--- config.mk ---
export PLATFORM = sky130hd
export DESIGN_NAME = led_chain_ctrl
export DESIGN_NICKNAME = d
export VERILOG_FILES = /design/src/rtl/led_chain_pkg.sv /design/src/rtl/shift_clock_gen.sv /design/src/rtl/led_chain_ctrl.sv
export SDC_FILE = /design/constraint.sdc
export NUM_CORES = 1
export LEC_CHECK = 0
export BUFFER_PORTS_ARGS = -buffer_cell sky130_fd_sc_hd__buf_4
export CORE_UTILIZATION = 58
export CTS_BUF_LIST = sky130_fd_sc_hd__clkbuf_4 sky130_fd_sc_hd__clkbuf_8
export CTS_CLUSTER_DIAMETER = 40
export CTS_CLUSTER_SIZE = 40
export DETAILED_ROUTE_END_ITERATION = 10
export PLACE_DENSITY = 0.9
export SYNTH_ARGS = -nofsm -noshare
export SYNTH_HDL_FRONTEND = slang
export SYNTH_SLANG_ARGS = --single-unit
--- constraint.sdc ---
create_clock -name CORE_CLK -period 7.3 [get_ports CORE_CLK]
set_clock_uncertainty 0.15 [all_clocks]
set_input_delay 1.095 -clock CORE_CLK [delete_from_list [all_inputs] [get_ports CORE_CLK]]
set_output_delay 1.095 -clock CORE_CLK [all_outputs]
set_load 0.01 [all_outputs]
--- src/rtl/led_chain_pkg.sv ---
// Constants, register map and types of the LED driver chain controller
package led_chain_pkg;

  // Core clock
  localparam int unsigned CLK_MHZ = 50;

  // APB register map, one aligned 32-bit word each
  localparam int unsigned ADDR_W     = 8;
  localparam int unsigned DATA_W     = 32;
  localparam logic [7:0]  OFS_CTRL   = 8'h00;
  localparam logic [7:0]  OFS_FUNC   = 8'h04;
  localparam logic [7:0]  OFS_BRIGHT = 8'h08;
  localparam logic [7:0]  OFS_STATUS = 8'h0C;
  localparam logic [7:0]  OFS_GS0    = 8'h10;
  localparam logic [7:0]  OFS_GS5    = 8'h24;
  localparam logic [7:0]  OFS_COUNT  = 8'h28;

  // Control register fields
  localparam int unsigned CTRL_MODE_LSB = 0;
  localparam int unsigned CTRL_GO_BIT   = 2;
  localparam int unsigned CTRL_CONT_BIT = 3;
  localparam int unsigned CTRL_NDEV_LSB = 16;
  localparam int unsigned NDEV_W        = 9;
  localparam logic [1:0]  MODE_INTERNAL = 2'h0;
  localparam logic [1:0]  MODE_SHIFT    = 2'h1;
  localparam logic [1:0]  MODE_LONG     = 2'h2;
  localparam logic [1:0]  MODE_RST      = 2'h0;
  localparam logic [8:0]  NDEV_RST      = 9'h001;

  // Function register fields
  localparam int unsigned FUNC_OUTTMG_BIT = 0;
  localparam int unsigned FUNC_TIMING_RESET_ON_LATCH_BIT = 1;
  localparam logic        OUTTMG_RST      = 1'b1;
  localparam logic        TIMING_RESET_ON_LATCH_RST      = 1'b0;

  // Brightness register fields
  localparam int unsigned BC_W        = 7;
  localparam int unsigned BC_RED_LSB  = 0;
  localparam int unsigned BC_GRN_LSB  = 8;
  localparam int unsigned BC_BLU_LSB  = 16;
  localparam logic [6:0]  BC_RST      = 7'h7F;

  // Status register fields
  localparam int unsigned ST_BUSY_BIT  = 0;
  localparam int unsigned ST_STATE_LSB = 1;
  localparam int unsigned ST_LIVE_BIT  = 4;

  // Packet layout, MSB first on the wire
  localparam int unsigned PKT_BITS  = 224;
  localparam int unsigned FC_W      = 5;
  localparam int unsigned GS_W      = 16;
  localparam int unsigned N_CH      = 12;
  localparam logic [5:0]  WRITE_CMD = 6'h25;
  localparam logic [7:0]  PKT_LAST  = 8'(PKT_BITS - 1);
  localparam logic [15:0] GS_RST    = 16'h0000;

  // Display period and chain arithmetic
  localparam logic [17:0] DISPLAY_CLKS = 18'h10000;
  localparam logic [17:0] PKT_CLKS     = 18'(PKT_BITS);

  // Shift clock made here by division
  localparam int unsigned SCK_PERIOD_NS  = 160;
  localparam int unsigned SCK_PERIOD_CYC = (SCK_PERIOD_NS * CLK_MHZ) / 1000;
  localparam int unsigned SCK_CNT_W      = 3;
  localparam logic [2:0]  SCK_LAST       = 3'(SCK_PERIOD_CYC - 1);
  localparam logic [2:0]  SCK_HALF       = 3'(SCK_PERIOD_CYC / 2);

  // Latch idle and PWM start gap
  localparam int unsigned LATCH_IDLE_PERIODS = 8;
  localparam int unsigned LATCH_MIN_NS       = 666;
  localparam int unsigned LATCH_MIN_CYC      = (LATCH_MIN_NS * CLK_MHZ + 999) / 1000;
  localparam int unsigned IDLE_RAW_CYC       = (LATCH_IDLE_PERIODS + 1) * SCK_PERIOD_CYC;
  localparam logic [7:0]  IDLE_LAST = 8'(((IDLE_RAW_CYC > LATCH_MIN_CYC) ? IDLE_RAW_CYC
                                          : LATCH_MIN_CYC) - 1);
  localparam int unsigned START_GAP_NS  = 1340;
  localparam int unsigned START_GAP_CYC = (START_GAP_NS * CLK_MHZ + 999) / 1000;
  localparam logic [7:0]  GAP_LAST      = 8'(START_GAP_CYC - 1);

  typedef enum logic [2:0] {
    ST_IDLE,
    ST_LOAD,
    ST_LATCH,
    ST_GAP,
    ST_PWM
  } state_t;

endpackage

--- src/rtl/shift_clock_gen.sv ---
// Divider that makes the serial shift clock and its period strobes
`timescale 1ns/1ps
`default_nettype none
module shift_clock_gen (
  // Clock and reset
  input  wire logic clk,
  input  wire logic nrst,
  // Run request, periods are whole while it stays high
  input  wire logic run,
  // Shift clock level and period strobes
  output logic      sck,
  output logic      period_begin,
  output logic      period_end
);
  import led_chain_pkg::*;

  logic [SCK_CNT_W-1:0] cnt_r;

  always_ff @(posedge clk or negedge nrst) begin
    if (!nrst) begin
      cnt_r <= '0;
    end else if (!run || cnt_r == SCK_LAST) begin
      cnt_r <= '0;
    end else begin
      cnt_r <= cnt_r + 1'b1;
    end
  end

  // Left unregistered: the output flop outside adds the only lag, so data
  // launched at the begin strobe changes together with the fall
  assign sck = run && (cnt_r >= SCK_HALF);

  assign period_begin = run && (cnt_r == '0);
  assign period_end   = run && (cnt_r == SCK_LAST);

endmodule
`default_nettype wire

--- src/rtl/led_chain_ctrl.sv ---
// APB-controlled host that loads and clocks a chain of serial LED PWM drivers
//
// Implementation choices: the APB slave port and the register offsets.
`timescale 1ns/1ps
`default_nettype none
module led_chain_ctrl (
  // Clock and reset
  input  wire logic                              CORE_CLK,
  input  wire logic                              NRST,
  // APB slave
  input  wire logic                              PSEL,
  input  wire logic                              PENABLE,
  input  wire logic                              PWRITE,
  input  wire logic [led_chain_pkg::ADDR_W-1:0]  PADDR,
  input  wire logic [led_chain_pkg::DATA_W-1:0]  PWDATA,
  output logic      [led_chain_pkg::DATA_W-1:0]  PRDATA,
  output logic                                   PREADY,
  output logic                                   PSLVERR,
  // Driver chain link
  output logic                                   SERIAL_DATA_IN,
  output logic                                   SERIAL_SHIFT_CLOCK,
  // Sequence state
  output logic                                   BUSY
);
  import led_chain_pkg::*;

  // Registers written by software
  logic [1:0]        mode_r;
  logic              cont_r;
  logic [NDEV_W-1:0] ndev_r;
  logic              outtmg_r;
  logic              timing_reset_on_latch_r;
  logic [BC_W-1:0]   bc_red_r;
  logic [BC_W-1:0]   bc_grn_r;
  logic [BC_W-1:0]   bc_blu_r;
  logic [GS_W-1:0]   gs_r [N_CH];

  // Sequencer state
  state_t            state_r;
  logic              run_r;
  logic [7:0]        bit_idx_r;
  logic [NDEV_W-1:0] dev_idx_r;
  logic [17:0]       pwm_cnt_r;
  logic [7:0]        wait_r;
  logic              live_r;
  logic [15:0]       latches_r;
  logic [15:0]       periods_r;

  // Link strobes
  logic              sck;
  logic              period_begin;
  logic              period_end;

  // Bus decode
  logic              setup;
  logic              wr_en;
  logic              start;
  logic              gs_hit;
  logic [2:0]        gs_word;
  logic [DATA_W-1:0] rdata_nxt;
  logic              err_nxt;

  // Packet and chain arithmetic
  logic [PKT_BITS-1:0] pkt;
  logic [FC_W-1:0]     fc;
  logic                ext_clk;
  logic [NDEV_W-1:0]   ndev_eff;
  logic [17:0]         load_clks;
  logic [17:0]         pwm_target;

  shift_clock_gen u_sck (
    .clk          (CORE_CLK),
    .nrst         (NRST),
    .run          (run_r),
    .sck          (sck),
    .period_begin (period_begin),
    .period_end   (period_end)
  );

  // ---------------- APB slave ----------------

  assign setup   = PSEL && !PENABLE;
  assign wr_en   = PSEL && PENABLE && PREADY && PWRITE && !PSLVERR;
  assign gs_hit  = (PADDR >= OFS_GS0) && (PADDR <= OFS_GS5);
  assign gs_word = 3'((PADDR - OFS_GS0) >> 2);
  // Go is only honoured from idle; a go while busy is dropped silently
  assign start   = wr_en && (PADDR == OFS_CTRL) && PWDATA[CTRL_GO_BIT] &&
                   (state_r == ST_IDLE);

  always_comb begin
    rdata_nxt = '0;
    err_nxt   = 1'b0;
    if (PADDR[1:0] != 2'b00) begin
      err_nxt = 1'b1;
    end else if (PADDR == OFS_CTRL) begin
      rdata_nxt[CTRL_MODE_LSB +: 2]      = mode_r;
      rdata_nxt[CTRL_CONT_BIT]           = cont_r;
      rdata_nxt[CTRL_NDEV_LSB +: NDEV_W] = ndev_r;
    end else if (PADDR == OFS_FUNC) begin
      rdata_nxt[FUNC_OUTTMG_BIT] = outtmg_r;
      rdata_nxt[FUNC_TIMING_RESET_ON_LATCH_BIT] = timing_reset_on_latch_r;
    end else if (PADDR == OFS_BRIGHT) begin
      rdata_nxt[BC_RED_LSB +: BC_W] = bc_red_r;
      rdata_nxt[BC_GRN_LSB +: BC_W] = bc_grn_r;
      rdata_nxt[BC_BLU_LSB +: BC_W] = bc_blu_r;
    end else if (PADDR == OFS_STATUS) begin
      rdata_nxt[ST_BUSY_BIT]       = (state_r != ST_IDLE);
      rdata_nxt[ST_STATE_LSB +: 3] = state_r;
      rdata_nxt[ST_LIVE_BIT]       = live_r;
    end else if (gs_hit) begin
      rdata_nxt = {gs_r[{gs_word, 1'b1}], gs_r[{gs_word, 1'b0}]};
    end else if (PADDR == OFS_COUNT) begin
      rdata_nxt = {periods_r, latches_r};
    end else begin
      err_nxt = 1'b1;
    end
  end

  // One wait-free access phase; answer registered in the setup cycle
  always_ff @(posedge CORE_CLK or negedge NRST) begin
    if (!NRST) begin
      PREADY  <= 1'b0;
      PSLVERR <= 1'b0;
      PRDATA  <= '0;
    end else begin
      PREADY  <= setup;
      PSLVERR <= setup && err_nxt;
      PRDATA  <= (setup && !PWRITE) ? rdata_nxt : '0;
    end
  end

  // Control register; mode and chain length frozen while a sequence runs
  always_ff @(posedge CORE_CLK or negedge NRST) begin
    if (!NRST) begin
      mode_r <= MODE_RST;
      cont_r <= 1'b0;
      ndev_r <= NDEV_RST;
    end else if (wr_en && PADDR == OFS_CTRL) begin
      cont_r <= PWDATA[CTRL_CONT_BIT];
      if (state_r == ST_IDLE) begin
        mode_r <= PWDATA[CTRL_MODE_LSB +: 2];
        ndev_r <= PWDATA[CTRL_NDEV_LSB +: NDEV_W];
      end
    end
  end

  always_ff @(posedge CORE_CLK or negedge NRST) begin
    if (!NRST) begin
      outtmg_r <= OUTTMG_RST;
      timing_reset_on_latch_r <= TIMING_RESET_ON_LATCH_RST;
    end else if (wr_en && PADDR == OFS_FUNC) begin
      outtmg_r <= PWDATA[FUNC_OUTTMG_BIT];
      timing_reset_on_latch_r <= PWDATA[FUNC_TIMING_RESET_ON_LATCH_BIT];
    end
  end

  always_ff @(posedge CORE_CLK or negedge NRST) begin
    if (!NRST) begin
      bc_red_r <= BC_RST;
      bc_grn_r <= BC_RST;
      bc_blu_r <= BC_RST;
    end else if (wr_en && PADDR == OFS_BRIGHT) begin
      bc_red_r <= PWDATA[BC_RED_LSB +: BC_W];
      bc_grn_r <= PWDATA[BC_GRN_LSB +: BC_W];
      bc_blu_r <= PWDATA[BC_BLU_LSB +: BC_W];
    end
  end

  // Grayscale store: two channels per word, channel k = 3*n + color
  always_ff @(posedge CORE_CLK or negedge NRST) begin
    if (!NRST) begin
      for (int k = 0; k < N_CH; k++) begin
        gs_r[k] <= GS_RST;
      end
    end else if (wr_en && gs_hit) begin
      gs_r[{gs_word, 1'b0}] <= PWDATA[GS_W-1:0];
      gs_r[{gs_word, 1'b1}] <= PWDATA[DATA_W-1:GS_W];
    end
  end

  // ---------------- Packet ----------------

  // Function bits forced per mode so the chain always ends up displaying
  always_comb begin
    ext_clk = (mode_r == MODE_SHIFT) || (mode_r == MODE_LONG);
    fc      = {outtmg_r,
               ext_clk,
               ext_clk ? 1'b1 : timing_reset_on_latch_r,
               !ext_clk,
               1'b0};
  end

  always_comb begin
    pkt = {WRITE_CMD, fc, bc_blu_r, bc_grn_r, bc_red_r, {(N_CH*GS_W){1'b0}}};
    for (int k = 0; k < N_CH; k++) begin
      pkt[k*GS_W +: GS_W] = gs_r[k];
    end
  end

  // Same packet goes to every device of the chain
  assign ndev_eff  = (ndev_r == '0) ? NDEV_RST : ndev_r;
  assign load_clks = 18'(PKT_CLKS * ndev_eff);

  // Long chain runs only the remainder; stopping sends a full data-low period
  always_comb begin
    if (mode_r == MODE_LONG && cont_r) begin
      pwm_target = (load_clks < DISPLAY_CLKS) ? 18'(DISPLAY_CLKS - load_clks)
                                              : 18'h00001;
    end else begin
      pwm_target = DISPLAY_CLKS;
    end
  end

  // ---------------- Sequencer ----------------

  always_ff @(posedge CORE_CLK or negedge NRST) begin
    if (!NRST) begin
      state_r   <= ST_IDLE;
      run_r     <= 1'b0;
      bit_idx_r <= '0;
      dev_idx_r <= '0;
      pwm_cnt_r <= '0;
      wait_r    <= '0;
    end else begin
      unique case (state_r)
        ST_IDLE: begin
          if (start) begin
            state_r   <= ST_LOAD;
            run_r     <= 1'b1;
            bit_idx_r <= '0;
            dev_idx_r <= '0;
          end
        end
        ST_LOAD: begin
          if (period_end) begin
            if (bit_idx_r == PKT_LAST) begin
              bit_idx_r <= '0;
              if (dev_idx_r == ndev_eff - 1'b1) begin
                state_r <= ST_LATCH;
                run_r   <= 1'b0;
                wait_r  <= '0;
              end else begin
                dev_idx_r <= dev_idx_r + 1'b1;
              end
            end else begin
              bit_idx_r <= bit_idx_r + 1'b1;
            end
          end
        end
        ST_LATCH: begin
          if (wait_r == IDLE_LAST) begin
            wait_r  <= '0;
            state_r <= ext_clk ? ST_GAP : ST_IDLE;
          end else begin
            wait_r <= wait_r + 1'b1;
          end
        end
        ST_GAP: begin
          if (wait_r == GAP_LAST) begin
            state_r   <= ST_PWM;
            run_r     <= 1'b1;
            pwm_cnt_r <= '0;
          end else begin
            wait_r <= wait_r + 1'b1;
          end
        end
        ST_PWM: begin
          if (period_end) begin
            pwm_cnt_r <= pwm_cnt_r + 1'b1;
            if (pwm_cnt_r >= pwm_target - 1'b1) begin
              if (cont_r) begin
                state_r   <= ST_LOAD;
                bit_idx_r <= '0;
                dev_idx_r <= '0;
              end else begin
                state_r <= ST_IDLE;
                run_r   <= 1'b0;
              end
            end
          end
        end
      endcase
    end
  end

  // Data changes at the start of the low half, held over the rise
  always_ff @(posedge CORE_CLK or negedge NRST) begin
    if (!NRST) begin
      SERIAL_DATA_IN <= 1'b0;
    end else if (state_r == ST_LOAD) begin
      if (period_begin) begin
        SERIAL_DATA_IN <= pkt[PKT_LAST - bit_idx_r];
      end
    end else begin
      SERIAL_DATA_IN <= 1'b0;
    end
  end

  always_ff @(posedge CORE_CLK or negedge NRST) begin
    if (!NRST) begin
      SERIAL_SHIFT_CLOCK <= 1'b0;
      BUSY               <= 1'b0;
    end else begin
      SERIAL_SHIFT_CLOCK <= sck;
      BUSY               <= (state_r != ST_IDLE) || start;
    end
  end

  // Latch and display period bookkeeping for software
  always_ff @(posedge CORE_CLK or negedge NRST) begin
    if (!NRST) begin
      live_r    <= 1'b0;
      latches_r <= '0;
      periods_r <= '0;
    end else begin
      if (state_r == ST_LATCH && wait_r == IDLE_LAST) begin
        live_r    <= 1'b1;
        latches_r <= latches_r + 1'b1;
      end
      if (state_r == ST_PWM && period_end && pwm_cnt_r >= pwm_target - 1'b1) begin
        periods_r <= periods_r + 1'b1;
      end
    end
  end

endmodule
`default_nettype wire

* After elaboration in Yosys (flattened, before gate mapping)
Index checks and enable logic that the tools add are counted.
** Word-level totals
- Flip-flop bits (word level) :: 347
- Output and inout port bits :: 37
- Word-level logic and storage cells :: 234
** Operators by class
- $add $sub $neg :: 12
- Multiply operators :: 1
- $lt $le $gt $ge :: 10
- Equal/unequal tests :: 28
- Muxes and demuxes :: 97
- Bitwise gates (word level) :: 2
- Reduce and logical (&&, ||, !) cells :: 48
** Operators by type and width (count)
- bitwise mux 192 bit :: 2
- 2-to-1 mux 32 bit :: 9
- binary-select mux 16 bit (select 4 bit) :: 2
- demux 16 bit (select 4 bit) :: 2
- 2-to-1 mux 16 bit :: 6
- 2-to-1 mux 9 bit :: 10
- 2-to-1 mux 8 bit :: 11
- 2-to-1 mux 18 bit :: 4
- one-hot mux 8 bit (3 select lines) :: 2
- one-hot mux 18 bit (2 select lines) :: 1
- adder 16 x 1 -> 16 bit (second input constant) :: 2
- 2-to-1 mux 30 bit :: 1
- 2-to-1 mux 7 bit :: 4
- 2-to-1 mux 27 bit :: 1
- 2-to-1 mux 3 bit :: 9
- one-hot mux 9 bit (3 select lines) :: 1
- != test 2 bit (second input constant) :: 13
- 2-to-1 mux 1 bit :: 24
- logical AND 1 bit :: 23
- adder 18 x 1 -> 18 bit (second input constant) :: 1
- greater-or-equal comparator 18 bit :: 1
- subtractor 17 x 17 -> 18 bit (first input constant) :: 1
- subtractor 18 x 1 -> 18 bit (second input constant) :: 1
- less-than comparator 17 bit (second input constant) :: 1
- 45 further kinds :: 66

* Longest topological paths before layout
- Depth in word-level cells :: 17
- Depth in mapped cells :: 35

* Modules after synthesis
Synthesis repeated with hierarchy kept, for this count alone.
** Second synthesis, totals
- Cell total of the unflattened synthesis :: 1701
- Area total of the unflattened synthesis :: 19656.4 µm²
** Modules (own cells, without submodules)
- led_chain_ctrl :: times used 1, cells each 1687, area each 19483.7 µm², seq. area each 8637.0 µm²
- shift_clock_gen :: times used 1, cells each 14, area each 172.7 µm², seq. area each 75.1 µm²

* Worst setup path after synthesis
No wires, ideal clock.
- Kind :: register to register
- Start :: reg ndev_r[2]
- End :: reg periods_r[13]
- Library setup time :: 0.079 ns
- Arrival time :: 7.638 ns
- Data required time :: 7.071 ns
- Setup slack :: -0.567 ns
- Cell stages (with the launch flop) :: 33
- Cells stage by stage :: dfrtp_1 -> clkbuf_1 -> inv_1 -> ha_1 -> nand4b_1 -> o21ai_0 -> fa_1 -> inv_1 -> ha_1 -> clkbuf_1 -> o21ai_0 -> nor2_1 -> mux2_2 -> nor4_1 -> nor3_1 -> a41o_1 -> clkbuf_1 -> or2_2 -> ha_1 -> nand2_1 -> a2111oi_2 -> nor4bb_1 -> a211oi_2 -> ha_1 -> nand2_1 -> nor4_1 -> a221oi_1 -> or2_2 -> a211o_1 -> or3_1 -> clkbuf_1 -> nor3_1 -> xor2_1
** Between the ends
- Cells in the longest elaborated chain, start to end :: 9
- Elaborated cells between the ends (all ways) :: 10
- Those cells by class :: 2 x add/sub; 1 x mul; 2 x order compare; 3 x mux; 2 x reduce/logical
** RTL lines
- start: declaration :: RTL line led_chain_ctrl.sv:30 : logic [NDEV_W-1:0] ndev_r;
- start signal: assignment :: RTL line led_chain_ctrl.sv:142 : ndev_r <= PWDATA[CTRL_NDEV_LSB +: NDEV_W];
- zero test 9 bit :: RTL line led_chain_ctrl.sv:201 : assign ndev_eff = (ndev_r == '0) ? NDEV_RST : ndev_r;
- 2-to-1 mux 9 bit * :: RTL line led_chain_ctrl.sv:201
- multiplier 3 x 9 -> 12 bit * :: RTL line led_chain_ctrl.sv:202 : assign load_clks = 18'(PKT_CLKS * ndev_eff);
- subtractor 17 x 17 -> 18 bit or less-than comparator 17 bit (tied branches) :: RTL line led_chain_ctrl.sv:207 : pwm_target = (load_clks < DISPLAY_CLKS) ? 18'(DISPLAY_CLKS - load_clks)
- 2-to-1 mux 18 bit * :: RTL line led_chain_ctrl.sv:207
- 2-to-1 mux 18 bit * :: RTL line led_chain_ctrl.sv:206 : if (mode_r == MODE_LONG && cont_r) begin
- subtractor 18 x 1 -> 18 bit * :: RTL line led_chain_ctrl.sv:320 : if (state_r == ST_PWM && period_end && pwm_cnt_r >= pwm_target - 1'b1) begin
- greater-or-equal comparator 18 bit * :: RTL line led_chain_ctrl.sv:320
- logical AND 1 bit * :: RTL line led_chain_ctrl.sv:320
- end signal: assignment :: RTL line led_chain_ctrl.sv:321 : periods_r <= periods_r + 1'b1;
- end: declaration :: RTL line led_chain_ctrl.sv:47 : logic [15:0] periods_r;
Mark *: on every way between the ends. The rest lies on a longest branch, timed or not.
A chain may end at the register's enable or synchronous reset.

* Worst setup path after layout
- Start :: reg ndev_r[6]
- End :: reg periods_r[13]
The elaborated chain is that of the path after synthesis.

==> results.md <==
- Syn Inst Count: 1714
- Port Buffers: 81
- CP required: 7.67 ns
- Number of CTS-inserted buffers: 43
- Drt drc: 0
- Sink Count: 347
- Period utilization: 0.960
- Pin count of the biggest net entering global routing: 175
- Synth warnings: 0
- Number of flops mapped to enable cells by yosys: 0
- Routed vias/inst: 6.83
- # diodes: 0
- WP buf/inv: 2
- Pwr per Cell Area: 170 mW/mm²
- Vias in the first global route: 15600
- Setup violators final: 0
- Post-Syn Area per Cell: 11.6 µm²
- Setup CP Type: flip-flop to flip-flop
- Max Fclk: 143 MHz
- CP startpoint kind: flip-flop
- Post-synth top flop: dfrtp_1
- Total power: 3.82 mW
- Fin. max-slew vios: 0
- Max clock buf depth: 3
- RR Endpoint: periods_r[13]$_DFFE_PN0P_
- Crit path max-delay family: simple AND/OR/NAND/NOR gates
- Starting Density: 0.591
- Die W: 187 µm
- Clock Latency Late Sink: 0.61 ns
- Most frequent cell after synthesis: dfrtp_1
- Final Critical Period: 7.01 ns
- WP data arrival: 7.38 ns
- Area leader, netlist: dfrtp_1
- Sequential share of the synthesized area: 0.438
- Share of the synthesized area in the top cell type: 0.408
- Worst-path maximum fanout: 5
- Routed Antenna Nets: 0
- Die Y: 187 µm
- Slew HR: 0.172
- FF-to-FF path depth: 31
- Die ar.: 0.0350 mm²
- Peak VDD IR: 141 µV
- Mapped Area: 0.0199 mm²
- GRT Residual Overflow: 0
- Via count: 15600
- R2r startpoint: ndev_r[6]$_DFFE_PN0P_
- # Max-Cap Violations: 0
- GPL Wtd Cong: 0.945
- Drt first pass iters: 7
- Static leakage: 9.99 nW
- H-tree levels: 2
- Post-synthesis register bit count: 347
- Worst slew pin tran: 1.24 ns
- Slowest-stage cell, CP: fa_2
- Largest cells by area after synthesis: dfrtp_1, mux2_2, mux4_2, ha_1, dfstp_2
- Synth Net Count: 1819
- Critical path endpoint category: flip-flop
- Area growth, synth to finish: 12.7%
- Flop2flop setup slack: 0.29 ns
- Fin. Hold Viols: 0
- Placeable Area: 0.0336 mm²
- Initial antenna violation count: 0
- FP Rows: 67
- Clock-pin slew on the worst setup and hold paths: 0.09 ns
- CTS Hold Bufs: 0
- DPL Wire Length: 38500 µm
- Post-Route Setup TNS: 0 ns
- First-pass GRT wire length: 88700 µm
- DR WL/cell: 24.4 µm
- Layout cell share with drive strength beyond 1: 0.342
- Io pins: 82
- Ys async rst share: 1.00
- Pre-CTS setup slack: -0.150 ns
- Netlist cell types: 87
- Root buffer cell: clkbuf_8
- Final nets: 1905
- TritonCTS clock tree: built
- Post-Route WL: 55600 µm
- Drt initial violations: 1926
- Total Routing Usage GR: 0.321
- Largest stage delay on the critical path: 0.54 ns
- Status: complete, no violations
- Setup slack after layout: 0.288 ns
- Synth top cells by count: dfrtp_1, mux2_2, nand2_1
- HP Class: input pin to asynchronous set/reset pin
[registers in the layout, indices dropped and copies added (netlist names), 8 cells and up]
signal / count
ndev_r: 9
periods_r: 16
gs_r: 192
pwm_cnt_r: 18
PRDATA: 32
latches_r: 16
wait_r: 8
bit_idx_r: 8
dev_idx_r: 9
[per-layer routing]
metal  track usage  vias to the layer above  part of all wire
li1              -                     6566                 -
met2         0.498                     1029              0.47
met1         0.435                     7767              0.38
met5             0                        -                 0
met4         0.136                        0             0.043
met3        0.0773                      214              0.11
[layout make-up]
cell class                 count  area, µm²
tap                          448        561
timing repair buffer         135       1030
fill                        2218      11200
clock buffer                  49        656
inverter                      56        210
clock inverter                29        398
sequential                   347       8720
multi-input combinational   1217      10800
[worst max-delay path by stage]
stage	cells after the start	slack (ns)	start	end
after floorplan	33	0.1	ndev_r[2]$_DFFE_PN0P_	periods_r[13]$_DFFE_PN0P_
after global placement	31	0.18	ndev_r[4]$_DFFE_PN0P_	periods_r[11]$_DFFE_PN0P_
after detailed placement	31	-0.15	ndev_r[4]$_DFFE_PN0P_	periods_r[13]$_DFFE_PN0P_
after CTS	31	0.05	ndev_r[4]$_DFFE_PN0P_	periods_r[14]$_DFFE_PN0P_
after global routing	32	-0.1	ndev_r[6]$_DFFE_PN0P_	periods_r[13]$_DFFE_PN0P_
final	31	0.29	ndev_r[6]$_DFFE_PN0P_	periods_r[13]$_DFFE_PN0P_
[cell families after synthesis]
kind of cell	after synthesis	synth area share
AND/OR/NAND/NOR	440	0.107
AO/OA/AOI/OAI	287	0.0966
buffers and inverters	150	0.0308
adder cells (fa/ha/maj)	60	0.0400
multiplexers	365	0.258
flip-flops	347	0.438
XOR/XNOR	65	0.0293
[timing repair]
item,CTS,global route
setup buffers,6,2
hold endpoints to repair,0,0
setup endpoints to repair,13,33
pin swaps,11,10
gates resized for setup,17,22
[per-stage QoR]
step | hold WS (ns) | area (µm²) | utilization | instances
after floorplan | 0.277 | 19900 | - | 1714
after global placement | 0.305 | 21100 | 0.627 | 2195
after detailed placement | 0.315 | 21100 | 0.627 | 2195
after CTS | 0.335 | 22300 | 0.663 | 2279
after global routing | 0.354 | 22400 | 0.666 | 2281
final | 0.323 | 22400 | 0.666 | 2281
[cell usage in the layout, fill, tap and decap left out, types with 5 or more instances in the layout]
cell type,count
o32ai_1,6
a21oi_1,51
mux2_2,221
inv_6,6
a31oi_1,13
xnor2_1,35
and2_1,9
mux2i_1,47
fa_1,5
a21o_1,5
and3_1,11
nor2_4,5
or3_1,9
o21ai_0,96
nor2_1,100
bufinv_16,7
nand2b_1,12
dfstp_2,23
clkbuf_8,46
nor3_1,24
inv_1,50
buf_4,133
a222oi_1,14
nand3_1,50
ha_1,48
nand2_1,128
dfrtp_1,322
a22oi_1,14
xor2_1,29
or2_2,11
or4_1,5
nor4_1,9
o31ai_1,14
mux4_2,95
clkinv_2,5
nand4_1,18
nor2b_1,8
[power by group]
part	switching [mW]	leakage (nW)	internal [mW]	total, mW
sequential	0.0141	4.69	1.94	1.95
clock	0.805	0.534	0.888	1.69
combinational	0.115	4.77	0.0575	0.172
Power figures use the tool's default switching activity.
